$ cat config.mk
export PLATFORM = sky130hd
export DESIGN_NAME = dsw_status
export DESIGN_NICKNAME = d
export VERILOG_FILES = /design/src/include/dsw_pkg.sv /design/src/include/dsw_flt_if.sv /design/src/rtl/dsw_status.sv /design/src/rtl/dsw_sync.sv
export SDC_FILE = /design/constraint.sdc
export NUM_CORES = 1
export LEC_CHECK = 0
export BUFFER_PORTS_ARGS = -buffer_cell sky130_fd_sc_hd__buf_4
export CAP_MARGIN = 20
export CELL_PAD_IN_SITES_DETAIL_PLACEMENT = 2
export CELL_PAD_IN_SITES_GLOBAL_PLACEMENT = 2
export CORE_ASPECT_RATIO = 1.25
export CORE_UTILIZATION = 24
export CTS_CLUSTER_SIZE = 10
export DETAILED_ROUTE_END_ITERATION = 12
export GPL_TIMING_DRIVEN = 0
export PLACE_DENSITY_LB_ADDON = 0.1
export SKIP_LAST_GASP = 1
export SLEW_MARGIN = 20
export SYNTH_ARGS = -nofsm -noshare
export SYNTH_HDL_FRONTEND = slang
export SYNTH_SLANG_ARGS = --single-unit
$ cat constraint.sdc
create_clock -name clk_i -period 1.3 [get_ports clk_i]
set_clock_uncertainty 0.2 [all_clocks]
set_input_delay 0.13 -clock clk_i [delete_from_list [all_inputs] [get_ports clk_i]]
set_output_delay 0.13 -clock clk_i [all_outputs]
set_load 0.01 [all_outputs]
$ cat src/include/dsw_pkg.sv
// constants and types for the device fault status words
package dsw_pkg;

	// register port widths
	localparam int unsigned DSW_ADDR_W = 16;
	localparam int unsigned DSW_DATA_W = 16;

	// register offsets, one 16-bit word each
	localparam logic [15:0] DSW_OFF_PRIMARY = 16'h0000;
	localparam logic [15:0] DSW_OFF_DETAIL  = 16'h0001;

	// primary fault word bit positions
	localparam int unsigned DSW_PRI_MEM  = 0;
	localparam int unsigned DSW_PRI_CFG  = 1;
	localparam int unsigned DSW_PRI_XRAM = 3;
	localparam int unsigned DSW_PRI_ICOM = 4;
	localparam int unsigned DSW_PRI_LINK = 6;

	// memory fault detail word bit positions
	localparam int unsigned DSW_DET_NVM  = 4;
	localparam int unsigned DSW_DET_SETV = 6;
	localparam int unsigned DSW_DET_MINF = 9;
	localparam int unsigned DSW_DET_MMIS = 12;

	// values after reset
	localparam logic [15:0] DSW_RST_WORD = 16'h0000;
	localparam logic        DSW_RST_BIT  = 1'b0;

	// number of programless-communication error flags summarised
	localparam int unsigned DSW_PL_N = 8;

	// index of each fault source in the synchronised fault vector
	localparam int unsigned DSW_IX_NVM  = 0;
	localparam int unsigned DSW_IX_SETV = 1;
	localparam int unsigned DSW_IX_MINF = 2;
	localparam int unsigned DSW_IX_MMIS = 3;
	localparam int unsigned DSW_IX_CFG  = 4;
	localparam int unsigned DSW_IX_XRAM = 5;
	localparam int unsigned DSW_IX_OPER = 6;
	localparam int unsigned DSW_IX_LINK = 7;
	localparam int unsigned DSW_IX_ICS  = 8;
	localparam int unsigned DSW_IX_PL0  = 9;
	localparam int unsigned DSW_FLT_N   = DSW_IX_PL0 + DSW_PL_N;

	// synchroniser state: two flip-flops per fault source
	typedef struct packed {
		logic [DSW_FLT_N-1:0] stage1;
		logic [DSW_FLT_N-1:0] stage2;
	} dsw_sync_st_t;

	// register bank state
	typedef struct packed {
		logic [DSW_DATA_W-1:0] primary;
		logic [DSW_DATA_W-1:0] detail;
		logic                  ics;
		logic                  any;
		logic [DSW_DATA_W-1:0] rdata;
	} dsw_core_st_t;

endpackage : dsw_pkg

$ cat src/include/dsw_flt_if.sv
// carrier for raw and synchronised fault levels between modules
`timescale 1ns/1ps
interface dsw_flt_if;
	import dsw_pkg::*;

	logic [DSW_FLT_N-1:0] raw;
	logic [DSW_FLT_N-1:0] synced;

	// the synchroniser takes raw levels and returns clean ones
	modport sync_mp
	(
		input  raw,
		output synced
	);

	// the register bank hands over raw levels, reads clean ones
	modport core_mp
	(
		output raw,
		input  synced
	);
endinterface : dsw_flt_if

$ cat src/rtl/dsw_status.sv
// device fault status words: two read-only 16-bit registers
`timescale 1ns/1ps

// Functional notes
// - primary fault word at offset 0000, 1=fault
// - bit 0 set on any memory fault
// - bit 1 flags unit arrangement error
// - bit 3 flags external RAM fault operating
// - bit 4 ORs all programless error flags
// - bit 4 never sets internal comm flag
// - bit 6 flags programless link fault
// - detail word 0001, bits 4,6,9,12
module dsw_status
	import dsw_pkg::*;
(
	// clock and reset
	input  wire logic                  clk_i,
	input  wire logic                  arst_n_i,
	// register port
	input  wire logic [DSW_ADDR_W-1:0] addr_i,
	input  wire logic [DSW_DATA_W-1:0] wdata_i,
	input  wire logic                  wr_i,
	input  wire logic                  rd_i,
	output logic      [DSW_DATA_W-1:0] rdata_o,
	// memory fault sources, asynchronous levels
	input  wire logic                  nvm_fault_i,
	input  wire logic                  setval_fault_i,
	input  wire logic                  model_data_fault_i,
	input  wire logic                  model_mismatch_fault_i,
	// other fault sources, asynchronous levels
	input  wire logic                  unit_cfg_fault_i,
	input  wire logic                  ext_ram_fault_i,
	input  wire logic                  operating_i,
	input  wire logic                  link_fault_i,
	input  wire logic                  int_comm_fault_i,
	input  wire logic [DSW_PL_N-1:0]   pl_err_i,
	// status views for the rest of the controller
	output logic      [DSW_DATA_W-1:0] primary_word_o,
	output logic      [DSW_DATA_W-1:0] detail_word_o,
	output logic                       int_comm_status_o,
	output logic                       fault_any_o
);

	// address match, used by the read path and the write filter
	function automatic logic dsw_hit(
		input logic [DSW_ADDR_W-1:0] a,
		input logic [DSW_ADDR_W-1:0] off
	);
		dsw_hit = (a == off);
	endfunction : dsw_hit

	dsw_flt_if   flt ();
	dsw_core_st_t st_q;
	dsw_core_st_t st_d;

	// every fault input crosses two flops before any logic sees it
	assign flt.raw[DSW_IX_NVM]  = nvm_fault_i;
	assign flt.raw[DSW_IX_SETV] = setval_fault_i;
	assign flt.raw[DSW_IX_MINF] = model_data_fault_i;
	assign flt.raw[DSW_IX_MMIS] = model_mismatch_fault_i;
	assign flt.raw[DSW_IX_CFG]  = unit_cfg_fault_i;
	assign flt.raw[DSW_IX_XRAM] = ext_ram_fault_i;
	assign flt.raw[DSW_IX_OPER] = operating_i;
	assign flt.raw[DSW_IX_LINK] = link_fault_i;
	assign flt.raw[DSW_IX_ICS]  = int_comm_fault_i;
	assign flt.raw[DSW_IX_PL0 +: DSW_PL_N] = pl_err_i;

	// synchroniser bank
	dsw_sync u_sync
	(
		.clk_i    (clk_i),
		.arst_n_i (arst_n_i),
		.flt      (flt.sync_mp)
	);

	// clean copies of the synchronised levels
	logic [DSW_PL_N-1:0] pl_s;
	logic                xram_s;
	logic                oper_s;
	logic                write_seen;

	assign pl_s   = flt.synced[DSW_IX_PL0 +: DSW_PL_N];
	assign xram_s = flt.synced[DSW_IX_XRAM];
	assign oper_s = flt.synced[DSW_IX_OPER];

	// writes land nowhere; decoded only to show they are dropped
	assign write_seen = wr_i &
		(dsw_hit(addr_i, DSW_OFF_PRIMARY) |
		 dsw_hit(addr_i, DSW_OFF_DETAIL));

	// words are rebuilt every cycle from live levels, so a fault
	// bit clears three edges after its source drops; nothing is sticky
	always_comb
	begin
		st_d = st_q;

		// detail word, unused bits held at zero
		st_d.detail = DSW_RST_WORD;
		st_d.detail[DSW_DET_NVM]  = flt.synced[DSW_IX_NVM];
		st_d.detail[DSW_DET_SETV] = flt.synced[DSW_IX_SETV];
		st_d.detail[DSW_DET_MINF] = flt.synced[DSW_IX_MINF];
		st_d.detail[DSW_DET_MMIS] = flt.synced[DSW_IX_MMIS];

		// primary word, unused bits held at zero
		st_d.primary = DSW_RST_WORD;
		// summary taken from the same levels as the detail word, so
		// both words agree in the same cycle
		st_d.primary[DSW_PRI_MEM] =
			flt.synced[DSW_IX_NVM]  | flt.synced[DSW_IX_SETV] |
			flt.synced[DSW_IX_MINF] | flt.synced[DSW_IX_MMIS];
		st_d.primary[DSW_PRI_CFG]  = flt.synced[DSW_IX_CFG];
		// a RAM fault outside operation is not reported here
		st_d.primary[DSW_PRI_XRAM] = xram_s & oper_s;
		st_d.primary[DSW_PRI_ICOM] = |pl_s;
		st_d.primary[DSW_PRI_LINK] = flt.synced[DSW_IX_LINK];

		// internal comm flag follows its own source only
		st_d.ics = flt.synced[DSW_IX_ICS];

		st_d.any = |st_q.primary;

		// read data stand only in the cycle after the strobe;
		// a write or an unmapped address leaves zero
		st_d.rdata = DSW_RST_WORD;
		if (rd_i)
		begin
			if (dsw_hit(addr_i, DSW_OFF_PRIMARY))
			begin
				st_d.rdata = st_q.primary;
			end
			else if (dsw_hit(addr_i, DSW_OFF_DETAIL))
			begin
				st_d.rdata = st_q.detail;
			end
			else
			begin
				st_d.rdata = DSW_RST_WORD;
			end
		end
		// write_seen deliberately changes no state
		if (write_seen)
		begin
			st_d.primary = st_d.primary;
		end
	end

	// constants only under reset
	always_ff @(posedge clk_i or negedge arst_n_i)
	begin
		if (!arst_n_i)
		begin
			st_q.primary <= DSW_RST_WORD;
			st_q.detail  <= DSW_RST_WORD;
			st_q.ics     <= DSW_RST_BIT;
			st_q.any     <= DSW_RST_BIT;
			st_q.rdata   <= DSW_RST_WORD;
		end
		else
		begin
			st_q <= st_d;
		end
	end

	// outputs straight from flops
	assign rdata_o           = st_q.rdata;
	assign primary_word_o    = st_q.primary;
	assign detail_word_o     = st_q.detail;
	assign int_comm_status_o = st_q.ics;
	assign fault_any_o       = st_q.any;

	// write data is never stored
	logic unused_wdata;
	assign unused_wdata = ^wdata_i;

endmodule : dsw_status

$ cat src/rtl/dsw_sync.sv
// two-flop synchroniser bank for the fault source levels
`timescale 1ns/1ps
module dsw_sync
	import dsw_pkg::*;
(
	// clock and reset
	input  wire logic   clk_i,
	input  wire logic   arst_n_i,
	// fault levels in and out
	dsw_flt_if.sync_mp  flt
);

	dsw_sync_st_t st_q;
	dsw_sync_st_t st_d;

	// first stage feeds only the second stage, never logic
	always_comb
	begin
		st_d        = st_q;
		st_d.stage1 = flt.raw;
		st_d.stage2 = st_q.stage1;
	end

	// constants only under reset
	always_ff @(posedge clk_i or negedge arst_n_i)
	begin
		if (!arst_n_i)
		begin
			st_q <= '0;
		end
		else
		begin
			st_q <= st_d;
		end
	end

	assign flt.synced = st_q.stage2;

endmodule : dsw_sync

==> flow_metrics.tcl, run 1 <==
set metrics [dict create \
    cts_buffer_depth 2 \
    synth_seq_area_share_pct 73.1 \
    cp_data_arrival_time_ns 1.17 \
    syn_area_um2 1780 \
    final_hold_viol_count 7 \
    ant_nets 0 \
    yosys_register_bits 52 \
    tritoncts "built" \
    violated_checks "negative hold slack" \
    status "finished, violations left" \
    drt-wirelength-per-cell_um 11.4 \
    timing.critical_path.to_type "register" \
    cts-buffers-inserted 5 \
    synth.avg_cell_area_um2 16.2 \
    yosys.cell_types.count 15 \
    final_cells 308 \
    via_count_of_the_first_global_routing_pass 1140 \
    routed-via-count 1082 \
    critical-path-top-delay-family "simple AND/OR/NAND/NOR gates" \
    layout-area-overhead-vs-synth_pct 49.3 \
    period_minus_slack_ns 1.21 \
    grt_first_pass_wirelength_um 5590 \
    yosysWarnings 0 \
    num_rows 34 \
    detail_route.drc_violations 0 \
    synth_edf_count 0 \
    core_um2 7060 \
    path_buf_inv 0 \
    setup_slack_ns 0.0885 \
    multi_input_comb_area_um2 352 \
    drive_above_1_share_pct 45.0 \
    floorplan.initialDensity_pct 25.2 \
    critical_path_peak_fanout 2 \
    synth_top_area_share_pct 73.1 \
    place_hpwl_um 2700 \
    initial_antenna_violation_count 0 \
    grt_start_max_net_pins 53 \
    clock_latency_on_the_worst_skew_pair_ns 0.29 \
    die_w_um 79.0 \
    grt_setup_unrepaired "no" \
    cts_root_buf "sky130_fd_sc_hd__clkbuf_8" \
    chipHeight_um 98.3 \
    design_power_total_mw 2.87 \
    holdBufCountCts 18 \
    path_class "reg2reg" \
    syn_inst 110 \
    tightestPinTransition_ns 0.631 \
    timing.setup.tns_ns 0 \
    htree_levels 2 \
    postRouteWirelength_um 3520 \
    power.ir.vdd_worst_v 0.000552 \
    timing.critical_path.required_ns 1.26 \
    num_antenna_cells 0 \
    cap_violations 0 \
    timing.hold.ws_ns -0.0379 \
    total_die_area_um2 7770 \
    place_area_um2 2400 \
    globalRouteOverflowTotal 0 \
    detailedPlace.worstSlack_ns 0.00698 \
    routabilityCongestion 0.693 \
    synth_async_sr_flop_share_pct 100 \
    timing.critical_path.cells "or4_1" \
    power_density_nw_per_um2 1080 \
    layout.filler_cells 774 \
    post-route-period-util_pct 93.2 \
    synth_top_area_cell "sky130_fd_sc_hd__dfrtp_1" \
    synth_common_cells "sky130_fd_sc_hd__dfrtp_1, sky130_fd_sc_hd__buf_4, sky130_fd_sc_hd__nor2_1" \
    kind_of_start_point_of_the_critical_path "register" \
    cpMaxStageDelayCell "sky130_fd_sc_hd__or4_1" \
    timing.critical_path.slowest_cell_delay_ns 0.51 \
    num-nets-final 271 \
    regArea_um2 1300 \
    synth_top_cells_by_area "sky130_fd_sc_hd__dfrtp_1, sky130_fd_sc_hd__buf_4, sky130_fd_sc_hd__nor4_4, sky130_fd_sc_hd__nor3b_2, sky130_fd_sc_hd__nor4b_4" \
    total_routing_resource_utilization_after_global_routing_pct 9.43 \
    clkTransAtPathRegs_ns 0.09 \
    hold_path_class "in2reg" \
    drt_iter0_drc 35 \
    fmax_mhz 825 \
    total_non_filler_cell_area_in_the_finished_layout_um2 2660 \
    port_buf_inserts 52 \
    leakage_nw 1.33 \
    dp.cells 283 \
    report.final.setup_viol 0 \
    drt-vias-per-instance 3.51 \
    io-pin-count 103 \
    yosysMostFrequentCell "sky130_fd_sc_hd__dfrtp_1" \
    synth_flop_cell "sky130_fd_sc_hd__dfrtp_1" \
    max_slew_margin_pct 58.0 \
    clock_sinks 52 \
    detail_route.first_pass.iterations 3 \
    final_max_slew_viol_count 0 \
]
[per-stage QoR]
stage | hold slack, ns | util (%)
final | -0.0379 | 37.6
after global placement | -0.0304 | 34.0
after global routing | -0.0384 | 37.6
after detailed placement | 0.00266 | 34.0
after floorplan | -0.366 | -
after CTS | -0.0434 | 37.6
[final timing paths]
kind                            slack (ns)  cells after the start                            from                             end
worst max-delay path                  0.09                      1  u_sync.flt.synced[1]$_DFF_PN0_     primary_word_o[0]$_DFF_PN0_
max in group asynchronous             0.28                      2                        arst_n_i           fault_any_o$_DFF_PN0_
worst max register to register        0.09                      1  u_sync.flt.synced[1]$_DFF_PN0_     primary_word_o[0]$_DFF_PN0_
worst min register to register        0.15                      0        u_sync.st_d[0]$_DFF_PN0_  u_sync.flt.synced[0]$_DFF_PN0_
min in group asynchronous             0.19                      2                        arst_n_i  u_sync.flt.synced[8]$_DFF_PN0_
worst min-delay path                 -0.04                      4                      addr_i[10]            rdata_o[9]$_DFF_PN0_
[state kept, by name (all words and copies together), names as in the netlist]
name               count
int_comm_status_o      1
u_sync.flt.synced     17
u_sync.st_d           17
rdata_o                7
detail_word_o          4
fault_any_o            1
primary_word_o         5
[power breakdown]
part,leakage [nW],internal (mW),switching [mW]
logic,0.672,0.192,0.146
registers,0.615,1.68,0.0239
clock network,0.0410,0.367,0.461
total,1.33,2.24,0.630
[cell usage in the layout, fill, tap and decap left out, types with 3 or more instances in the layout]
cell type / n
sky130_fd_sc_hd__conb_1: 32
sky130_fd_sc_hd__nand2_1: 4
sky130_fd_sc_hd__nor4_4: 3
sky130_fd_sc_hd__dfrtp_1: 52
sky130_fd_sc_hd__nor2_1: 5
sky130_fd_sc_hd__nor3b_2: 3
sky130_fd_sc_hd__buf_4: 84
sky130_fd_sc_hd__dlygate4sd3_1: 18
sky130_fd_sc_hd__clkbuf_8: 5
[layout make-up]
class | count | share of cell area [%]
flip-flops and latches | 52 | 49.0
repair buffers | 70 | 21.5
multi-input cells | 56 | 13.2
plain buffers | 33 | 9.18
well taps | 90 | 4.24
clock buffers | 6 | 2.73
clock inverters | 1 | 0.188
[logic make-up after synthesis]
logic type             after synthesis  share of synthesized area, %
buffers and inverters               33                          13.7
and+or+nand+nor                     22                          11.9
DFF                                 52                          73.1
muxes                                2                          1.12
other                                1                         0.211
[metal layers]
metal	global-route usage, %	part of all wire (%)	vias to the layer above
met4	2.94	0.97	0
met5	0	0	-
met1	10.1	33	524
met2	17.8	58	52
li1	-	-	501
met3	2.24	7.8	5
[timing repair]
item                                    CTS  global route
buffers inserted                          0             0
endpoints found under the setup margin    0             0
hold endpoints to repair                 76             7
resized for setup                         0             0
Power figures use the tool's default switching activity.
==> run 2: changes to the inputs <==
--- a/config.mk
+++ b/config.mk
@@ -14,7 +14,7 @@
 export CTS_CLUSTER_SIZE = 10
 export DETAILED_ROUTE_END_ITERATION = 12
 export GPL_TIMING_DRIVEN = 0
-export PLACE_DENSITY_LB_ADDON = 0.1
+export PLACE_DENSITY = 0.74
 export SKIP_LAST_GASP = 1
 export SLEW_MARGIN = 20
 export SYNTH_ARGS = -nofsm -noshare
==> flow_metrics.tcl, run 2 (synthesis results as in run 1) <==
set metrics [dict create \
    status "finished, violations left" \
    violated_checks "negative hold slack" \
    period_minus_slack_ns 1.23 \
    holdBufCountCts 18 \
    clock_sinks 52 \
    path_class "reg2reg" \
    chipHeight_um 98.3 \
    psw_uw 621 \
    tritoncts "built" \
    timing.critical_path.cells "or4_1" \
    power_density_nw_per_um2 1100 \
    internal_power_mw 2.31 \
    timing.critical_path.slowest_cell_delay_ns 0.53 \
    regToRegStartpoint "u_sync.flt.synced[1]$_DFF_PN0_" \
    share_seq_of_total_power_pct 58.2 \
    detail_route.drc_violations 0 \
    switching_share_pct 21.2 \
    floorplan.initialDensity_pct 25.2 \
    place_hpwl_um 2570 \
    worstHoldStart "addr_i[10]" \
    drive_above_1_share_pct 44.7 \
    kind_of_start_point_of_the_critical_path "register" \
    clock_latency_on_the_worst_skew_pair_ns 0.29 \
    p_clk_share_pct 30.3 \
    grt_setup_unrepaired "no" \
    total_routing_resource_utilization_after_global_routing_pct 9.61 \
    num-nets-final 271 \
    detail_route.first_pass.iterations 3 \
    cp_launch_point "u_sync.flt.synced[1]$_DFF_PN0_" \
    timing.critical_path.to_type "register" \
    via_count_of_the_first_global_routing_pass 1138 \
    grt_start_max_net_pins 53 \
    ant_nets 0 \
    routed-via-count 1111 \
    cts_buffer_depth 2 \
    layout-area-overhead-vs-synth_pct 50.0 \
    num_antenna_cells 0 \
    initial_antenna_violation_count 0 \
    die_w_um 79.0 \
    path_buf_inv 0 \
    hold_path_class "in2reg" \
    cts-buffers-inserted 5 \
    core_um2 7060 \
    grt_first_pass_wirelength_um 5400 \
    tightestPinTransition_ns 0.630 \
    globalRouteOverflowTotal 0 \
    leakage_nw 1.33 \
    drt-wirelength-per-cell_um 11.4 \
    most_common_cell_after_layout_fill_and_taps_aside "sky130_fd_sc_hd__buf_4" \
    clkTransAtPathRegs_ns 0.08 \
    final_hold_viol_count 7 \
    p_comb_share_pct 11.6 \
    max_slew_margin_pct 58.0 \
    cts_root_buf "sky130_fd_sc_hd__clkbuf_8" \
    total_die_area_um2 7770 \
    timing.setup.tns_ns 0 \
    cp_data_arrival_time_ns 1.19 \
    timing.hold.ws_ns -0.0310 \
    cts_resized 0 \
    port_buf_inserts 52 \
    critical-path-top-delay-family "simple AND/OR/NAND/NOR gates" \
    fmax_mhz 814 \
    post-route-period-util_pct 94.5 \
    drt_iter0_drc 40 \
    drt-vias-per-instance 3.60 \
    report.final.setup_viol 0 \
    num_rows 34 \
    cpMaxStageDelayCell "sky130_fd_sc_hd__or4_1" \
    most_used_cells_in_the_layout_excluding_fill_and_tap_cells "sky130_fd_sc_hd__buf_4, sky130_fd_sc_hd__dfrtp_1, sky130_fd_sc_hd__conb_1" \
    power.ir.vdd_worst_v 0.000427 \
    final_max_slew_viol_count 0 \
    post-cts-setup-buffer-count 0 \
    io-pin-count 103 \
    timing.critical_path.required_ns 1.26 \
    cap_violations 0 \
    routabilityCongestion 0.634 \
    critical_path_peak_fanout 2 \
    htree_levels 2 \
    postRouteWirelength_um 3520 \
]
==> run 2: routing by layer <==
layer / track usage [%] / share of wire, %
met4: 5.87 / 2.7
met3: 2.62 / 8.3
met5: 0 / 0
met2: 17.8 / 55
met1: 9.17 / 34
==> run 2: cell type report <==
type	instances	area (um^2)
Tap cell	90	113
Multi-Input combinational cell	56	352
Fill cell	769	4390
Buffer	33	244
Timing Repair Buffer	70	571
Sequential cell	52	1300
Clock buffer	8	90.1
==> run 2: worst paths after layout <==
check	endpoint	slack [ns]	depth (start not counted)
max	primary_word_o[0]$_DFF_PN0_	0.07	1
min	rdata_o[12]$_DFF_PN0_	-0.03	4
max reg2reg	primary_word_o[0]$_DFF_PN0_	0.07	1
min reg2reg	primary_word_o[6]$_DFF_PN0_	0.15	0
max in group asynchronous	u_sync.st_d[3]$_DFF_PN0_	0.28	2
min in group asynchronous	rdata_o[1]$_DFF_PN0_	0.19	2
==> run 2: power by group through the flow <==
stage	registers, mW	clock network [mW]	logic (mW)
2_1_floorplan	1.74	0	0.135
4_1_cts	1.71	0.931	0.338
3_5_place_dp	1.74	0	0.295
6_report	1.71	0.887	0.338
3_3_place_gp	1.74	0	0.288
5_1_grt	1.71	1.01	0.369
==> run 2: metrics by stage <==
stage | power, mW | area (um^2) | utilization (%) | instances | setup slack [ns]
after CTS | 2.98 | 2670 | 37.8 | 309 | 0.0572
after detailed placement | 2.04 | 2400 | 34.0 | 283 | -0.0283
final | 2.93 | 2670 | 37.8 | 309 | 0.0718
after global routing | 3.09 | 2670 | 37.8 | 309 | 0.0286
after global placement | 2.02 | 2400 | 34.0 | 283 | 0.00302
after floorplan | 1.87 | 1900 | - | 141 | 0.122
==> run 3: changes to the inputs <==
--- a/config.mk
+++ b/config.mk
@@ -10,11 +10,13 @@
 export CELL_PAD_IN_SITES_DETAIL_PLACEMENT = 2
 export CELL_PAD_IN_SITES_GLOBAL_PLACEMENT = 2
 export CORE_ASPECT_RATIO = 1.25
-export CORE_UTILIZATION = 24
+export CORE_UTILIZATION = 25
+export CTS_BUF_LIST = sky130_fd_sc_hd__clkbuf_8
 export CTS_CLUSTER_SIZE = 10
 export DETAILED_ROUTE_END_ITERATION = 12
 export GPL_TIMING_DRIVEN = 0
-export PLACE_DENSITY = 0.74
+export PLACE_DENSITY = 0.77
+export RECOVER_POWER = 100
 export SKIP_LAST_GASP = 1
 export SLEW_MARGIN = 20
 export SYNTH_ARGS = -nofsm -noshare
==> flow_metrics.tcl, run 3 (synthesis results as in run 1) <==
set metrics [dict create \
    status "complete, no violations" \
    detail_route.drc_violations 0 \
    clock_sinks 52 \
    total_routing_resource_utilization_after_global_routing_pct 9.94 \
    clkTransAtPathRegs_ns 0.09 \
    regToRegStartpoint "u_sync.flt.synced[1]$_DFF_PN0_" \
    dp.cells 283 \
    routabilityCongestion 0.642 \
    power_density_nw_per_um2 1220 \
    cts_root_buf "sky130_fd_sc_hd__clkbuf_8" \
    detail_route.first_pass.iterations 3 \
    cpMaxStageDelayCell "sky130_fd_sc_hd__or4_1" \
    total_non_filler_cell_area_in_the_finished_layout_um2 2620 \
    fmax_mhz 823 \
    floorplan.initialDensity_pct 25.7 \
    grt_start_max_net_pins 53 \
    routed-via-count 1093 \
    num-nets-final 271 \
    drive_above_1_share_pct 36.5 \
    p_clk_share_pct 36.4 \
    layout-area-overhead-vs-synth_pct 47.2 \
    most_common_cell_after_layout_fill_and_taps_aside "sky130_fd_sc_hd__dfrtp_1" \
    final_hold_viol_count 0 \
    grt_setup_unrepaired "no" \
    critical_path_peak_fanout 2 \
    core_um2 6930 \
    path_depth 1 \
    kind_of_start_point_of_the_critical_path "register" \
    tightestPinTransition_ns 0.686 \
    holdBufCountCts 18 \
    ff2ff_path_depth 1 \
    switching_share_pct 20.3 \
    cp_launch_point "u_sync.flt.synced[1]$_DFF_PN0_" \
    r2r-end "primary_word_o[0]$_DFF_PN0_" \
    timing.critical_path.cells "or4_1" \
    max_slew_margin_pct 54.3 \
    utilization_pct 37.8 \
    globalRouteOverflowTotal 0 \
    timing.critical_path.required_ns 1.26 \
    cts_buffer_depth 2 \
    psw_uw 647 \
    setup_slack_ns 0.0843 \
    clock_latency_on_the_worst_skew_pair_ns 0.29 \
    drt-vias-per-instance 3.54 \
    report.final.setup_viol 0 \
    tritoncts "built" \
    port_buf_inserts 52 \
    initial_antenna_violation_count 0 \
    timing.critical_path.to_type "register" \
    regArea_um2 1300 \
    total_die_area_um2 7470 \
    rrSetupSlack_ns 0.08 \
    multi_input_comb_area_um2 337 \
    via_count_of_the_first_global_routing_pass 1166 \
    period_minus_slack_ns 1.22 \
    timing.setup.tns_ns 0 \
    place_hpwl_um 2580 \
    final_cells 309 \
    timing.hold.ws_ns 0.0396 \
    die_w_um 77.5 \
    htree_levels 2 \
    place_area_um2 2400 \
    postRouteWirelength_um 3520 \
    path_buf_inv 0 \
    most_used_cells_in_the_layout_excluding_fill_and_tap_cells "sky130_fd_sc_hd__dfrtp_1, sky130_fd_sc_hd__buf_4, sky130_fd_sc_hd__conb_1" \
    post-cts-setup-buffer-count 0 \
    io-pin-count 103 \
    timing.critical_path.to "primary_word_o[0]$_DFF_PN0_" \
    cts-buffers-inserted 5 \
    internal_power_mw 2.54 \
    post-route-period-util_pct 93.5 \
    design_power_total_mw 3.19 \
    num_rows 34 \
    leakage_nw 1.26 \
    timing.critical_path.slowest_cell_delay_ns 0.51 \
    hold_path_class "in2reg" \
    cap_violations 0 \
    path_class "reg2reg" \
    ant_nets 0 \
    p_comb_share_pct 10.1 \
    chipHeight_um 96.4 \
    cts_resized 0 \
    critical-path-top-delay-family "simple AND/OR/NAND/NOR gates" \
    grt_first_pass_wirelength_um 5630 \
    cp_data_arrival_time_ns 1.18 \
    power.ir.vdd_worst_v 0.000571 \
    final_max_slew_viol_count 0 \
    num_antenna_cells 0 \
    drt-wirelength-per-cell_um 11.4 \
    detailedPlace.worstSlack_ns -0.0232 \
    drt_iter0_drc 16 \
    share_seq_of_total_power_pct 53.6 \
    layout.filler_cells 733 \
]
[run 3: cell types whose count changed in the layout (fill, tap and decap cells not counted)]
cell / change
sky130_fd_sc_hd__clkbuf_8: +1
sky130_fd_sc_hd__nand4_4: -1
sky130_fd_sc_hd__buf_4: -37
sky130_fd_sc_hd__clkbuf_1: +17
sky130_fd_sc_hd__nand4_1: +1
sky130_fd_sc_hd__clkbuf_4: +18
sky130_fd_sc_hd__bufinv_16: +1
[run 3: routing by layer]
layer / wire length (um) / GRT usage [%] / vias to the layer above
li1: - / - / 502
met4: 45 / 3.30 / 0
met1: 1300 / 10.3 / 530
met5: 0 / 0 / -
met3: 240 / 2.46 / 4
met2: 1940 / 19.4 / 57
[run 3: cell type report]
class                   count  share of cell area (%)
repair buffers             70                    19.1
flip-flops and latches     52                    49.7
plain buffers              33                    9.31
clock inverters             1                    1.15
multi-input cells          56                    12.8
clock buffers               7                    3.68
well taps                  90                    4.30
[run 3: power by group through the flow]
| stage | Sequential (mW) | Clock (mW) | Combinational [mW] |
|---|---|---|---|
| after global routing | 1.72 | 1.27 | 0.353 |
| after CTS | 1.71 | 1.20 | 0.335 |
| final | 1.71 | 1.16 | 0.320 |
| after floorplan | 1.74 | 0 | 0.135 |
| after detailed placement | 1.74 | 0 | 0.291 |
| after global placement | 1.74 | 0 | 0.286 |
[run 3: worst min path at each step]
stage                     cells after the start                              end  slack (ns)      start
after global placement                        1  u_sync.flt.synced[13]$_DFF_PN0_       -0.02   arst_n_i
after global routing                          3             rdata_o[9]$_DFF_PN0_        0.06  addr_i[0]
after CTS                                     4             rdata_o[3]$_DFF_PN0_       -0.03  addr_i[7]
final                                         3            rdata_o[12]$_DFF_PN0_        0.04  addr_i[0]
after floorplan                               0      detail_word_o[12]$_DFF_PN0_       -0.37   arst_n_i
after detailed placement                      1  u_sync.flt.synced[13]$_DFF_PN0_      -0.005   arst_n_i
